File: src/core/ff_cell_pkg.sv
package ff_cell_pkg;

  // core clock figures, kept for reference by the timing notes
  localparam int CORE_CLK_PERIOD_NS = 5;

  // every pin input passes this many flip-flops before it is believed
  localparam int SYNC_STAGES = 3;

  // bit positions of the cell pins inside the sampled pin vector
  localparam int PIN_COUNT = 6;
  localparam int PIN_CLOCK = 0;
  localparam int PIN_DATA = 1;
  localparam int PIN_SCAN_IN = 2;
  localparam int PIN_SCAN_SEL = 3;
  localparam int PIN_PRESET_LOW = 4;
  localparam int PIN_CLEAR_LOW = 5;

  // pin vector after reset: clock low, data low, both async controls idle
  localparam logic [PIN_COUNT-1:0] PIN_RESET = 6'h30;

  // stored outputs after reset: a cleared cell
  localparam logic TRUE_RESET = 1'h0;
  localparam logic INVERTED_RESET = 1'h1;
  localparam logic CLOCK_SEEN_RESET = 1'h0;

  // what the cell does on a given core clock cycle, highest priority first
  typedef enum logic [2:0] {
    ACT_BOTH,
    ACT_PRESET,
    ACT_CLEAR,
    ACT_CAPTURE,
    ACT_HOLD
  } action_t;

endpackage

File: src/core/scan_dff_async_set_reset.sv
`timescale 1ns/1ps

// The cell is modelled inside the core clock domain. The cell clock and the
// asynchronous controls arrive as pins, are sampled and filtered, and the
// cell state reacts one core cycle after the filtered level is seen. That
// trades a few core cycles of latency for a design that has a single clock
// and no reset paths driven from logic.
module scan_dff_async_set_reset #(
  parameter bit HAS_SCAN = 1'b1,
  parameter bit HAS_CLEAR = 1'b1,
  parameter bit HAS_INVERTED = 1'b1
)(
  // core clock and reset
  input wire logic CORE_CLK,
  input wire logic RST,
  // cell clock from the surrounding logic
  input wire logic EDGE_CLOCK,
  // functional and scan data
  input wire logic DATA_IN,
  input wire logic SCAN_SERIAL_IN,
  input wire logic SCAN_SELECT,
  // asynchronous controls, active low
  input wire logic ASYNC_PRESET_LOW,
  input wire logic ASYNC_CLEAR_LOW,
  // cell outputs
  output logic TRUE_OUT,
  output logic INVERTED_OUT
);

  logic [ff_cell_pkg::PIN_COUNT-1:0] raw_pins;
  logic [ff_cell_pkg::PIN_COUNT-1:0] pins;
  logic clock_seen;
  logic next_clock_seen;
  logic clock_rise;
  logic preset_low;
  logic clear_low;
  logic scan_on;
  logic capture_bit;
  logic next_true;
  logic next_inverted;
  ff_cell_pkg::action_t action;

  // pick the bit that a clock edge loads; without a scan path the select
  // pin is ignored entirely so a floating select cannot upset the cell
  function automatic logic pick_capture(
    input logic use_scan,
    input logic data_bit,
    input logic scan_bit
  );
    pick_capture = use_scan ? scan_bit : data_bit;
  endfunction

  // priority decode of the async controls ahead of the clock edge; the
  // controls are levels, so they win on every cycle they are held low
  function automatic ff_cell_pkg::action_t decode_action(
    input logic pre_low,
    input logic clr_low,
    input logic rise
  );
    if (pre_low && clr_low)
      decode_action = ff_cell_pkg::ACT_BOTH;
    else if (pre_low)
      decode_action = ff_cell_pkg::ACT_PRESET;
    else if (clr_low)
      decode_action = ff_cell_pkg::ACT_CLEAR;
    else if (rise)
      decode_action = ff_cell_pkg::ACT_CAPTURE;
    else
      decode_action = ff_cell_pkg::ACT_HOLD;
  endfunction

  // gather the pins into one vector for the sampler
  always_comb
  begin
    raw_pins = '0;
    raw_pins[ff_cell_pkg::PIN_CLOCK] = EDGE_CLOCK;
    raw_pins[ff_cell_pkg::PIN_DATA] = DATA_IN;
    raw_pins[ff_cell_pkg::PIN_SCAN_IN] = SCAN_SERIAL_IN;
    raw_pins[ff_cell_pkg::PIN_SCAN_SEL] = SCAN_SELECT;
    raw_pins[ff_cell_pkg::PIN_PRESET_LOW] = ASYNC_PRESET_LOW;
    raw_pins[ff_cell_pkg::PIN_CLEAR_LOW] = ASYNC_CLEAR_LOW;
  end

  // all pins share one filter so data keeps its relation to the clock edge
  pin_filter #(
    .WIDTH(ff_cell_pkg::PIN_COUNT),
    .RESET_VALUE(ff_cell_pkg::PIN_RESET)
  ) u_pin_filter (
    .clk(CORE_CLK),
    .rst(RST),
    .pins(raw_pins),
    .filtered(pins)
  );

  // variant options: a missing pin reads as its idle level
  always_comb
  begin
    preset_low = ~pins[ff_cell_pkg::PIN_PRESET_LOW];
    clear_low = HAS_CLEAR & ~pins[ff_cell_pkg::PIN_CLEAR_LOW];
    scan_on = HAS_SCAN & pins[ff_cell_pkg::PIN_SCAN_SEL];
  end

  // edge detector on the filtered cell clock
  always_comb
  begin
    next_clock_seen = pins[ff_cell_pkg::PIN_CLOCK];
    clock_rise = pins[ff_cell_pkg::PIN_CLOCK] & ~clock_seen;
  end

  // capture source: functional data or scan input
  always_comb
  begin
    capture_bit = pick_capture(scan_on,
                               pins[ff_cell_pkg::PIN_DATA],
                               pins[ff_cell_pkg::PIN_SCAN_IN]);
    action = decode_action(preset_low, clear_low, clock_rise);
  end

  // next output values; the async cases do not look at the clock edge
  always_comb
  begin
    next_true = TRUE_OUT;
    next_inverted = INVERTED_OUT;
    case (action)
      ff_cell_pkg::ACT_BOTH:
      begin
        // outputs stop being complementary while both are held
        next_true = 1'b0;
        next_inverted = 1'b0;
      end
      ff_cell_pkg::ACT_PRESET:
      begin
        next_true = 1'b1;
        next_inverted = 1'b0;
      end
      ff_cell_pkg::ACT_CLEAR:
      begin
        next_true = 1'b0;
        next_inverted = 1'b1;
      end
      ff_cell_pkg::ACT_CAPTURE:
      begin
        next_true = capture_bit;
        next_inverted = ~capture_bit;
      end
      ff_cell_pkg::ACT_HOLD:
      begin
        next_true = TRUE_OUT;
        next_inverted = INVERTED_OUT;
      end
      default:
      begin
        next_true = TRUE_OUT;
        next_inverted = INVERTED_OUT;
      end
    endcase
    // true-only variant: inverted pin held low, true path unchanged
    if (!HAS_INVERTED)
      next_inverted = 1'b0;
  end

  // register cell state and clock history; reset loads constants only
  always_ff @(posedge CORE_CLK or posedge RST)
  begin
    if (RST)
    begin
      clock_seen <= ff_cell_pkg::CLOCK_SEEN_RESET;
      TRUE_OUT <= ff_cell_pkg::TRUE_RESET;
      INVERTED_OUT <= HAS_INVERTED ? ff_cell_pkg::INVERTED_RESET : 1'b0;
    end
    else
    begin
      clock_seen <= next_clock_seen;
      TRUE_OUT <= next_true;
      INVERTED_OUT <= next_inverted;
    end
  end

endmodule // scan_dff_async_set_reset

File: src/core/pin_filter.sv
`timescale 1ns/1ps

// three-stage sampler for pins from outside the core clock domain; a level
// is accepted only once the second and third stages agree, so a one-cycle
// glitch that slips past the first stage never reaches the cell state
module pin_filter #(
  parameter int WIDTH = 1,
  parameter logic [WIDTH-1:0] RESET_VALUE = '0
)(
  // clock and reset
  input wire logic clk,
  input wire logic rst,
  // raw pins and accepted levels
  input wire logic [WIDTH-1:0] pins,
  output logic [WIDTH-1:0] filtered
);

  logic [WIDTH-1:0] stage_a;
  logic [WIDTH-1:0] stage_b;
  logic [WIDTH-1:0] stage_c;
  logic [WIDTH-1:0] agree;
  logic [WIDTH-1:0] next_filtered;

  // stage_a is read by stage_b only; the agreement test looks at b and c
  always_comb
  begin
    agree = ~(stage_b ^ stage_c);
    next_filtered = (stage_b & agree) | (filtered & ~agree);
  end

  // register stages; async reset loads constants only
  always_ff @(posedge clk or posedge rst)
  begin
    if (rst)
    begin
      stage_a <= RESET_VALUE;
      stage_b <= RESET_VALUE;
      stage_c <= RESET_VALUE;
      filtered <= RESET_VALUE;
    end
    else
    begin
      stage_a <= pins;
      stage_b <= stage_a;
      stage_c <= stage_b;
      filtered <= next_filtered;
    end
  end

endmodule // pin_filter

File: config.mk
export PLATFORM = sky130hd
export DESIGN_NAME = scan_dff_async_set_reset
export DESIGN_NICKNAME = d
export VERILOG_FILES = /design/src/core/ff_cell_pkg.sv /design/src/core/scan_dff_async_set_reset.sv /design/src/core/pin_filter.sv
export SDC_FILE = /design/constraint.sdc
export NUM_CORES = 1
export LEC_CHECK = 0
export BUFFER_PORTS_ARGS = -buffer_cell sky130_fd_sc_hd__buf_2
export CAP_MARGIN = 20
export CORE_MARGIN = 4
export CORE_UTILIZATION = 50
export CTS_CLUSTER_DIAMETER = 120
export CTS_CLUSTER_SIZE = 25
export DETAILED_ROUTE_END_ITERATION = 6
export PLACE_DENSITY = 0.66
export SYNTH_ARGS = -nofsm -noshare
export SYNTH_HDL_FRONTEND = slang
export SYNTH_HIERARCHICAL = 1
export SYNTH_SLANG_ARGS = --single-unit
File: constraint.sdc
create_clock -name CORE_CLK -period 3.14 [get_ports CORE_CLK]
set_input_delay 0.628 -clock CORE_CLK [delete_from_list [all_inputs] [get_ports CORE_CLK]]
set_output_delay 0.628 -clock CORE_CLK [all_outputs]
set_load 0.03 [all_outputs]
# ---- After elaboration in Yosys (flattened, before gate mapping)
# Cells that the tools add are included.
dict set report word_totals {
  word_cells 34
  output_inout_bits 2
  inputBits 8
  reg_bits 27
}
dict set report classes {
  bitwise 11
  n_eq_ne 3
  n_reduce_logical 6
  muxes 7
}
# operator n
set ops {}
lappend ops {{$and A6 B6 Y6} 2}
lappend ops {{$mux W3} 4}
lappend ops {{$not A6 Y6} 2}
lappend ops {{$eq A3 B2 Y1 const B} 2}
lappend ops {{$or A6 B6 Y6} 1}
lappend ops {{$pmux W1 S3} 2}
lappend ops {{$reduce_bool A3 Y1} 2}
lappend ops {{$xor A6 B6 Y6} 1}
lappend ops {{$not A1 Y1} 4}
lappend ops {{$reduce_or A2 Y1} 2}
lappend ops {{$eq A3 B1 Y1 const B} 1}
lappend ops {{$logic_not A3 Y1} 1}
lappend ops {{$and A1 B1 Y1} 1}
lappend ops {{$logic_and A1 B1 Y1} 1}
lappend ops {{$mux W1} 1}

# ---- Logic depth before layout (Yosys ltp)
# Gate-level depths: netlist of the first run.
dict set report depth {
  word_depth 9
  mapped_depth 2
  mapped_depth_nobuf 2
}

# ---- Hierarchy
# Netlist of the first run, hierarchy kept.
# module instances area_each_um2 seq_area_each_um2 cells_per_inst
set modules_own_cells {}
lappend modules_own_cells {pin_filter 1 681.9 610.6 31}
lappend modules_own_cells {scan_dff_async_set_reset 1 166.4 76.3 14}

# ---- Worst setup path before layout of the first run
# No wires, ideal clock.
dict set report synth_path {
  path_type {register to output}
  from {register INVERTED_OUT}
  to {output INVERTED_OUT}
  path_buffers 0
  path_stages_with_launch 1
  arrival_ns 0.597
  t_required_ns 2.512
  setup_slack_ns 1.915
  cell_sequence {dfstp_2}
}
# element line_no
set synth_lines {}
lappend synth_lines {{from (decl)} scan_dff_async_set_reset.sv:27} ;# output logic INVERTED_OUT
lappend synth_lines {{from (signal assigned)} scan_dff_async_set_reset.sv:169} ;# INVERTED_OUT <= HAS_INVERTED ? ff_cell_pkg::INVERTED_RESET : 1'b0;
lappend synth_lines {{from (signal assigned)} scan_dff_async_set_reset.sv:175} ;# INVERTED_OUT <= next_inverted;
# No word-level cell between the ends.

# ---- Worst setup path after layout of the first run
dict set report layout_path {
  from {register INVERTED_OUT}
  to {output INVERTED_OUT}
}
# No word-level cell between the ends.

==> results.sh, run 1 <==
export IMPL_tightest_slew_ns=0.8540
export IMPL_cts_tree="done"
export IMPL_timing_critical_path_max_delay_family="flip-flops"
export IMPL_vias=368
export IMPL_slowest_delay_ns=0.55
export IMPL_max_slew_margin=0.4301
export IMPL_syn_num_nets=53
export IMPL_synth_distinct_cells=11
export IMPL_synth_top_cell_area_share=0.5310
export IMPL_avgSynthCellArea_um2=18.85
export IMPL_ir_worst_vdd_v=0.0004001
export IMPL_stdcell_count=74
export IMPL_clockBufferDepth=2
export IMPL_worstHoldPathType="input port to async pin"
export IMPL_slowest_stage="dfstp_2"
export IMPL_finalNetCount=67
export IMPL_antenna_found_initial=0
export IMPL_tns_ns=0
export IMPL_fp_dieW_um=49.19
export IMPL_pin_count=10
export IMPL_fin_crit_ns=1.669
export IMPL_antenna_cells=0
export IMPL_cp_num_buf_inv=1
export IMPL_fin_util=0.6059
export IMPL_drive_gt1_frac=0.5172
export IMPL_drtAntennaViolNets=0
export IMPL_core_um2=1559
export IMPL_cp_start_kind="flip-flop"
export IMPL_die_area_um2=2420
export IMPL_ff2ff_path_depth=2
export IMPL_setup_viol=0
export IMPL_fin_total_pwr_w=0.0005916
export IMPL_cts_htree_levels=1
export IMPL_overflow=0
export IMPL_grt_max_degree=25
export IMPL_cellLeakagePower_nw=0.4279
export IMPL_postCtsHoldBufs=0
export IMPL_clock_skew_ns=0.01285
export IMPL_area_growth_pct=11.36
export IMPL_syn_area_um2=848.3
export IMPL_fp_dieH_um=49.19
export IMPL_worstPathRequired_ns=2.51
export IMPL_port_buffers=9
export IMPL_path_cells="buf_2"
export IMPL_path_depth=1
export IMPL_hold_viol=0
export IMPL_clk_pin_slew_ns=0.13
export IMPL_gp_congestion=0.6720
export IMPL_dr_first_iter_drc_count=5
export IMPL_grtUsageTotal=0.1008
export IMPL_rsz0062_at_grt="no"
export IMPL_drt_total_wl_um=961
export IMPL_post_cts_buffers=0
export IMPL_placedCellCount=70
export IMPL_syn_inst=45
export IMPL_route_detailed_drc=0
export IMPL_ys_seq_area_frac=0.8097
export IMPL_crit_fanout=2
export IMPL_insertion_delay_ns=0.31
export IMPL_grt_pass1_wl_um=1814
export IMPL_cts_root_buf="clkbuf_4"
export IMPL_worstSetupEndpointType="output pin"
export IMPL_rows=14
export IMPL_post_route_cell_area_um2=944.7
export IMPL_ys_warnings_count=6
export IMPL_final_cell_mix="18 x dfrtp_1, 9 x dfstp_2, 9 x buf_2, 6 x maj3_2"
export IMPL_synth_largest_area_cell="dfrtp_1"
export IMPL_wire_per_inst_um=12.99
export IMPL_dpl_hpwl_um=739.5
export IMPL_postCtsResizedCells=0
export IMPL_initial_utilization=0.5441
export IMPL_yosys_register_bits=27
export IMPL_post_dp_cell_area_um2=913.4
export IMPL_cts_buffers=3
export IMPL_vias_per_cell=4.973
export IMPL_power_density_nw_per_um2=626.3
export IMPL_arrival_ns=1.04
export IMPL_path_class="flip-flop to output pin"
export IMPL_grt_pass1_vias=411
export IMPL_finalCritPeriodShare=0.5314
export IMPL_maxSlewViolCount=0
export IMPL_mostFrequentLayoutCell="dfrtp_1"
export IMPL_drt_pass1_iter_count=3
export IMPL_fmax_ghz=0.5993
export IMPL_status="completed"
export IMPL_maxCapViolCount=0
export IMPL_cts_sinks=27
export IMPL_synth_area_leaders="dfrtp_1 53%, dfstp_2 28%, maj3_2 8.0%"
[power breakdown]
group | leakage, nW | total, W | switching, W | internal (W)
clock network | 0.0183 | 0.000148 | 0.0000966 | 0.0000516
registers | 0.305 | 0.000395 | 0.0000156 | 0.000379
logic | 0.104 | 0.0000488 | 0.0000251 | 0.0000236
[metrics by stage]
stage / hold slack [ns] / setup slack (ns)
2_1_floorplan: 0.3312 / 1.915
3_3_place_gp: 0.3322 / 1.822
3_5_place_dp: 0.3386 / 1.735
4_1_cts: 0.1563 / 1.458
5_1_grt: 0.1495 / 1.425
6_report: 0.1629 / 1.471
[metal layers]
layer | track usage | wire [um] | share of wire | vias to the layer above
met4 | 0.02844 | 0 | 0 | 0
met1 | 0.1367 | 452 | 0.47 | 184
li1 | - | - | - | 174
met2 | 0.1496 | 450 | 0.47 | 10
met5 | 0 | 0 | 0 | -
met3 | 0.03976 | 58 | 0.060 | 0
[layout make-up]
cell class	instances	area, um^2
Tap cell	16	20.02
Clock buffer	3	22.52
Sequential cell	27	686.9
Clock inverter	1	8.758
Timing Repair Buffer	9	45.04
Multi-Input combinational cell	15	150.1
Inverter	3	11.26
Fill cell	124	614.3
[path summary, 6_finish.rpt]
path	start	to	slack, ns
min in group CORE_CLK	u_pin_filter/stage_a[5]	u_pin_filter/stage_b[5]	0.37
max in group asynchronous	RST	async pin	2.14
max reg2reg	flip-flop	TRUE_OUT	2.03
max	INVERTED_OUT	INVERTED_OUT	1.47
min	RST	TRUE_OUT	0.16
min reg2reg	u_pin_filter/stage_a[5]	u_pin_filter/stage_b[5]	0.37
[synth_stat cells]
library cell and instances:
mux2_4 1, nand3b_1 1, maj3_2 6, dfstp_2 9, and3b_1 1, nor2b_1 2
inv_1 3, dfrtp_1 18, o221a_1 1, a221oi_2 1, nand2b_1 2
[kinds of logic (layout without fill, tap and decap cells)]
family	Yosys count	in the layout	synth area share
fa+ha+maj	6	6	0.07964
simple gates	6	6	0.04867
flops	27	27	0.8097
compound gates	2	2	0.03097
mux	1	1	0.01769
buf+inv	3	16	0.01327
(Power assumes the default switching activity.)
==> run 2: changes to the inputs <==
clock period = 1.6 ns   (was 3.14 ns; I/O delays follow)
==> results.sh, run 2 (synthesized netlist as in run 1, its figures left out) <==
export IMPL_drt_total_wl_um=980
export IMPL_grtUsageTotal=0.09420
export IMPL_hp_start="ASYNC_PRESET_LOW"
export IMPL_p_sw_w=0.0002548
export IMPL_min_path_cells=1
export IMPL_path_cells="buf_2"
export IMPL_antenna_found_initial=0
export IMPL_gp_congestion=0.6783
export IMPL_cp_num_buf_inv=1
export IMPL_max_slew_margin=0.8165
export IMPL_pin_count=10
export IMPL_maxSlewViolCount=0
export IMPL_drt_pass1_iter_count=2
export IMPL_final_cell_mix="18 x dfrtp_1, 9 x dfstp_2, 9 x buf_2, 6 x maj3_2"
export IMPL_cts_tree="done"
export IMPL_maxCapViolCount=0
export IMPL_fin_util=0.6148
export IMPL_worstSetupEndpointType="output pin"
export IMPL_cp_start_kind="flip-flop"
export IMPL_slowest_stage="dfstp_2"
export IMPL_hold_viol=0
export IMPL_setup_viol=0
export IMPL_tns_ns=0
export IMPL_fp_dieH_um=49.19
export IMPL_cts_htree_levels=1
export IMPL_die_area_um2=2420
export IMPL_initial_utilization=0.5441
export IMPL_comb_power_share=0.088
export IMPL_vias_per_cell=5.053
export IMPL_worst_r2r_endpoint="TRUE_OUT"
export IMPL_cellLeakagePower_nw=0.4363
export IMPL_grt_pass1_wl_um=1704
export IMPL_wire_per_inst_um=12.89
export IMPL_insertion_delay_ns=0.30
export IMPL_cts_buffers=3
export IMPL_path_class="flip-flop to output pin"
export IMPL_hold_path_endpoint="u_pin_filter/stage_a[4]"
export IMPL_clk_pin_slew_ns=0.13
export IMPL_status="completed"
export IMPL_finalNetCount=69
export IMPL_post_route_cell_area_um2=958.4
export IMPL_tightest_slew_ns=0.2753
export IMPL_route_detailed_drc=0
export IMPL_rows=14
export IMPL_p_int_w=0.0008867
export IMPL_finalCritPeriodShare=0.8548
export IMPL_p_clk_frac=0.234
export IMPL_num_fill_cells=110
export IMPL_cts_root_buf="clkbuf_4"
export IMPL_worst_r2r_setup_slack_ns=0.51
export IMPL_grt_max_degree=25
export IMPL_port_buffers=9
export IMPL_power_density_nw_per_um2=1191
export IMPL_area_growth_pct=12.98
export IMPL_timing_critical_path_max_delay_family="flip-flops"
export IMPL_worstHoldPathType="input port to flip-flop"
export IMPL_antenna_cells=0
export IMPL_drtAntennaViolNets=0
export IMPL_mostFrequentLayoutCell="dfrtp_1"
export IMPL_clockBufferDepth=2
export IMPL_dr_first_iter_drc_count=3
export IMPL_grt_pass1_vias=400
export IMPL_rsz0062_at_grt="no"
export IMPL_worstPathRequired_ns=1.28
export IMPL_switching_share=0.2232
export IMPL_vias=384
export IMPL_pwr_share_seq=0.678
export IMPL_crit_fanout=2
export IMPL_clock_skew_ns=0.002350
export IMPL_overflow=0
export IMPL_cts_sinks=27
export IMPL_core_um2=1559
export IMPL_arrival_ns=1.05
export IMPL_ir_worst_vdd_v=0.0007513
export IMPL_slowest_delay_ns=0.55
export IMPL_dpl_hpwl_um=752
export IMPL_post_dp_cell_area_um2=920.9
export IMPL_drive_gt1_frac=0.5167
export IMPL_fp_dieW_um=49.19
export IMPL_fin_crit_ns=1.368
export IMPL_startpoint="INVERTED_OUT"
export IMPL_fmax_ghz=0.7311
export IMPL_ff2ff_path_depth=2
run 2: cell types whose count changed in the layout (fill, tap and decap cells not counted), sizes merged:
| cell | previous run | this run |
|---|---|---|
| buf | 9 | 10 |
| clkinv | 0 | 1 |
| dlygate4sd3 | 0 | 1 |
| inv | 4 | 3 |
run 2: through the flow:
| stage | instances | hold slack [ns] | setup slack (ns) | total power, W |
|---|---|---|---|---|
| floorplan | 45 | 0.07292 | 0.5511 | 0.0008519 |
| global placement | 71 | 0.1931 | 0.5395 | 0.0008794 |
| global route | 76 | 0.06831 | 0.1782 | 0.001201 |
| detailed placement | 71 | 0.2043 | 0.5175 | 0.0008882 |
| CTS | 76 | 0.09140 | 0.2188 | 0.001151 |
| finish | 76 | 0.09812 | 0.2323 | 0.001142 |
run 2: worst max-delay path by stage:
stage,to,depth (start not counted),slack [ns]
final,INVERTED_OUT,1,0.23
after global routing,INVERTED_OUT,1,0.18
after CTS,INVERTED_OUT,1,0.22
after detailed placement,TRUE_OUT,2,0.52
after global placement,TRUE_OUT,2,0.54
after floorplan,TRUE_OUT,2,0.55
run 2: layout make-up:
cell class,instances,area [um^2],area share
Clock buffer,3,22.52,0.02350
Clock inverter,1,5.005,0.005222
Inverter,3,11.26,0.01175
Multi-Input combinational cell,15,150.1,0.1567
Sequential cell,27,686.9,0.7167
Tap cell,16,20.02,0.02089
Timing Repair Buffer,11,62.56,0.06527
run 2: power groups by stage:
stage | sequential (W) | combinational [W] | clock (W)
after floorplan | 0.000796 | 0.0000563 | 0
after global placement | 0.000784 | 0.0000955 | 0
after detailed placement | 0.000788 | 0.000100 | 0
after CTS | 0.000775 | 0.000103 | 0.000273
after global routing | 0.000781 | 0.000110 | 0.000310
final | 0.000774 | 0.0000999 | 0.000268
run 2: layer usage:
metal	wire, um	track usage	vias to the layer above
met5	0	0	-
met4	0	0.02844	0
met3	64	0.03670	0
met2	469	0.1473	10
met1	446	0.1204	195
li1	-	-	179
run 2: repair_timing:
action | 4_1_cts | 5_1_grt
hold endpoints to repair | 2 | 0
gates resized for setup | 0 | 0
hold buffers | 1 | 0
setup buffers | 0 | 0
run 2: worst register-to-register path, cell delays in order (launching register included):
cell and delay, ns:
dfrtp_1 0.42, mux2_4 0.32, o221a_1 0.26
==> run 3: changes to the inputs <==
==> constraint.sdc (replaced) <==
create_clock -name CORE_CLK -period 1.6 [get_ports CORE_CLK]
set_input_delay 0.32 -clock CORE_CLK [delete_from_list [all_inputs] [get_ports CORE_CLK]]
set_output_delay 0.32 -clock CORE_CLK [all_outputs]
set_load 0.005 [all_outputs]
==> results.sh, run 3 (synthesized netlist as in run 1, its figures left out) <==
export IMPL_initial_utilization=0.5441
export IMPL_setup_viol=0
export IMPL_rows=14
export IMPL_vias=388
export IMPL_cts_tree="done"
export IMPL_mostFrequentLayoutCell="dfrtp_1"
export IMPL_insertion_delay_ns=0.30
export IMPL_grtUsageTotal=0.1117
export IMPL_startpoint="INVERTED_OUT"
export IMPL_route_detailed_drc=0
export IMPL_tightest_slew_ns=0.2781
export IMPL_die_area_um2=2420
export IMPL_path_class="flip-flop to output pin"
export IMPL_grt_pass1_vias=459
export IMPL_dp_slack_ns=0.5187
export IMPL_drt_total_wl_um=1106
export IMPL_dpl_hpwl_um=807.8
export IMPL_antenna_cells=0
export IMPL_worstHoldPathType="input port to flip-flop"
export IMPL_crit_fanout=2
export IMPL_cts_buffers=3
export IMPL_area_growth_pct=12.83
export IMPL_arrival_ns=0.95
export IMPL_finalCritPeriodShare=0.7966
export IMPL_cts_root_buf="clkbuf_4"
export IMPL_hold_path_endpoint="u_pin_filter/stage_a[5]"
export IMPL_hp_start="ASYNC_CLEAR_LOW"
export IMPL_worst_r2r_setup_slack_ns=0.50
export IMPL_cp_start_kind="flip-flop"
export IMPL_core_um2=1559
export IMPL_hold_viol=0
export IMPL_clk_pin_slew_ns=0.13
export IMPL_ir_worst_vdd_v=0.0007637
export IMPL_drtAntennaViolNets=0
export IMPL_fin_ws_ns=0.3254
export IMPL_fin_crit_ns=1.275
export IMPL_vias_per_cell=5.105
export IMPL_cts_sinks=27
export IMPL_clock_skew_ns=0.001698
export IMPL_path_cells="buf_2"
export IMPL_rsz0062_at_grt="no"
export IMPL_cts_htree_levels=1
export IMPL_worst_r2r_endpoint="TRUE_OUT"
export IMPL_port_buffers=9
export IMPL_tns_ns=0
export IMPL_status="completed"
export IMPL_fin_total_pwr_w=0.001130
export IMPL_maxSlewViolCount=0
export IMPL_slowest_delay_ns=0.55
export IMPL_final_cell_mix="18 x dfrtp_1, 9 x dfstp_2, 9 x buf_2, 6 x maj3_2"
export IMPL_antenna_found_initial=0
export IMPL_worstSetupEndpointType="output pin"
export IMPL_grt_max_degree=25
export IMPL_fmax_ghz=0.7846
export IMPL_drt_pass1_iter_count=2
export IMPL_timing_critical_path_max_delay_family="flip-flops"
export IMPL_pin_count=10
export IMPL_wire_per_inst_um=14.55
export IMPL_fp_dieW_um=49.19
export IMPL_grt_pass1_wl_um=2049
export IMPL_postCtsResizedCells=0
export IMPL_overflow=0
export IMPL_gp_congestion=0.6989
export IMPL_power_density_nw_per_um2=1181
export IMPL_ff2ff_path_depth=2
export IMPL_finalNetCount=69
export IMPL_slowest_stage="dfstp_2"
export IMPL_maxCapViolCount=0
export IMPL_post_cts_buffers=0
export IMPL_cp_num_buf_inv=1
export IMPL_max_slew_margin=0.8146
export IMPL_drive_gt1_frac=0.5000
export IMPL_min_path_cells=1
export IMPL_worstPathRequired_ns=1.28
export IMPL_fp_dieH_um=49.19
export IMPL_dr_first_iter_drc_count=3
export IMPL_cellLeakagePower_nw=0.4336
export IMPL_fin_util=0.6140
export IMPL_clockBufferDepth=2
run 3: per-stage QoR:
step | hold slack, ns | instance area (um^2) | std cells
final | 0.09787 | 957.2 | 76
after global placement | 0.1931 | 920.9 | 71
after CTS | 0.08805 | 957.2 | 76
after floorplan | 0.07292 | 848.3 | 45
after global routing | 0.05988 | 957.2 | 76
after detailed placement | 0.2026 | 920.9 | 71
run 3: worst max-delay path by stage:
| stage | end | depth (start not counted) |
|---|---|---|
| floorplan | TRUE_OUT | 2 |
| global placement | TRUE_OUT | 2 |
| detailed placement | TRUE_OUT | 2 |
| CTS | INVERTED_OUT | 1 |
| global route | INVERTED_OUT | 1 |
| finish | INVERTED_OUT | 1 |
run 3: report_power, final:
part	internal (W)	switching [W]
registers	0.000744	0.0000313
logic	0.0000495	0.0000363
clock network	0.0000971	0.000172
total	0.000890	0.000240
run 3: final cells by class:
type	count	area, um^2
Multi-Input combinational cell	15	150.1
Inverter	3	11.26
Tap cell	16	20.02
Clock buffer	4	26.28
Timing Repair Buffer	11	62.56
Fill cell	131	601.8
Sequential cell	27	686.9
run 3: what timing repair did:
item	4_1_cts	5_1_grt
endpoints found under the setup margin	0	0
hold endpoints to repair	2	0
hold buffers	1	0
run 3: metal layers:
metal | global-route usage | routed length [um] | up-vias
met5 | 0 | 0 | -
met4 | 0.04265 | 0 | 0
met3 | 0.02752 | 56 | 0
met2 | 0.1629 | 535 | 10
met1 | 0.1599 | 514 | 199
li1 | - | - | 179
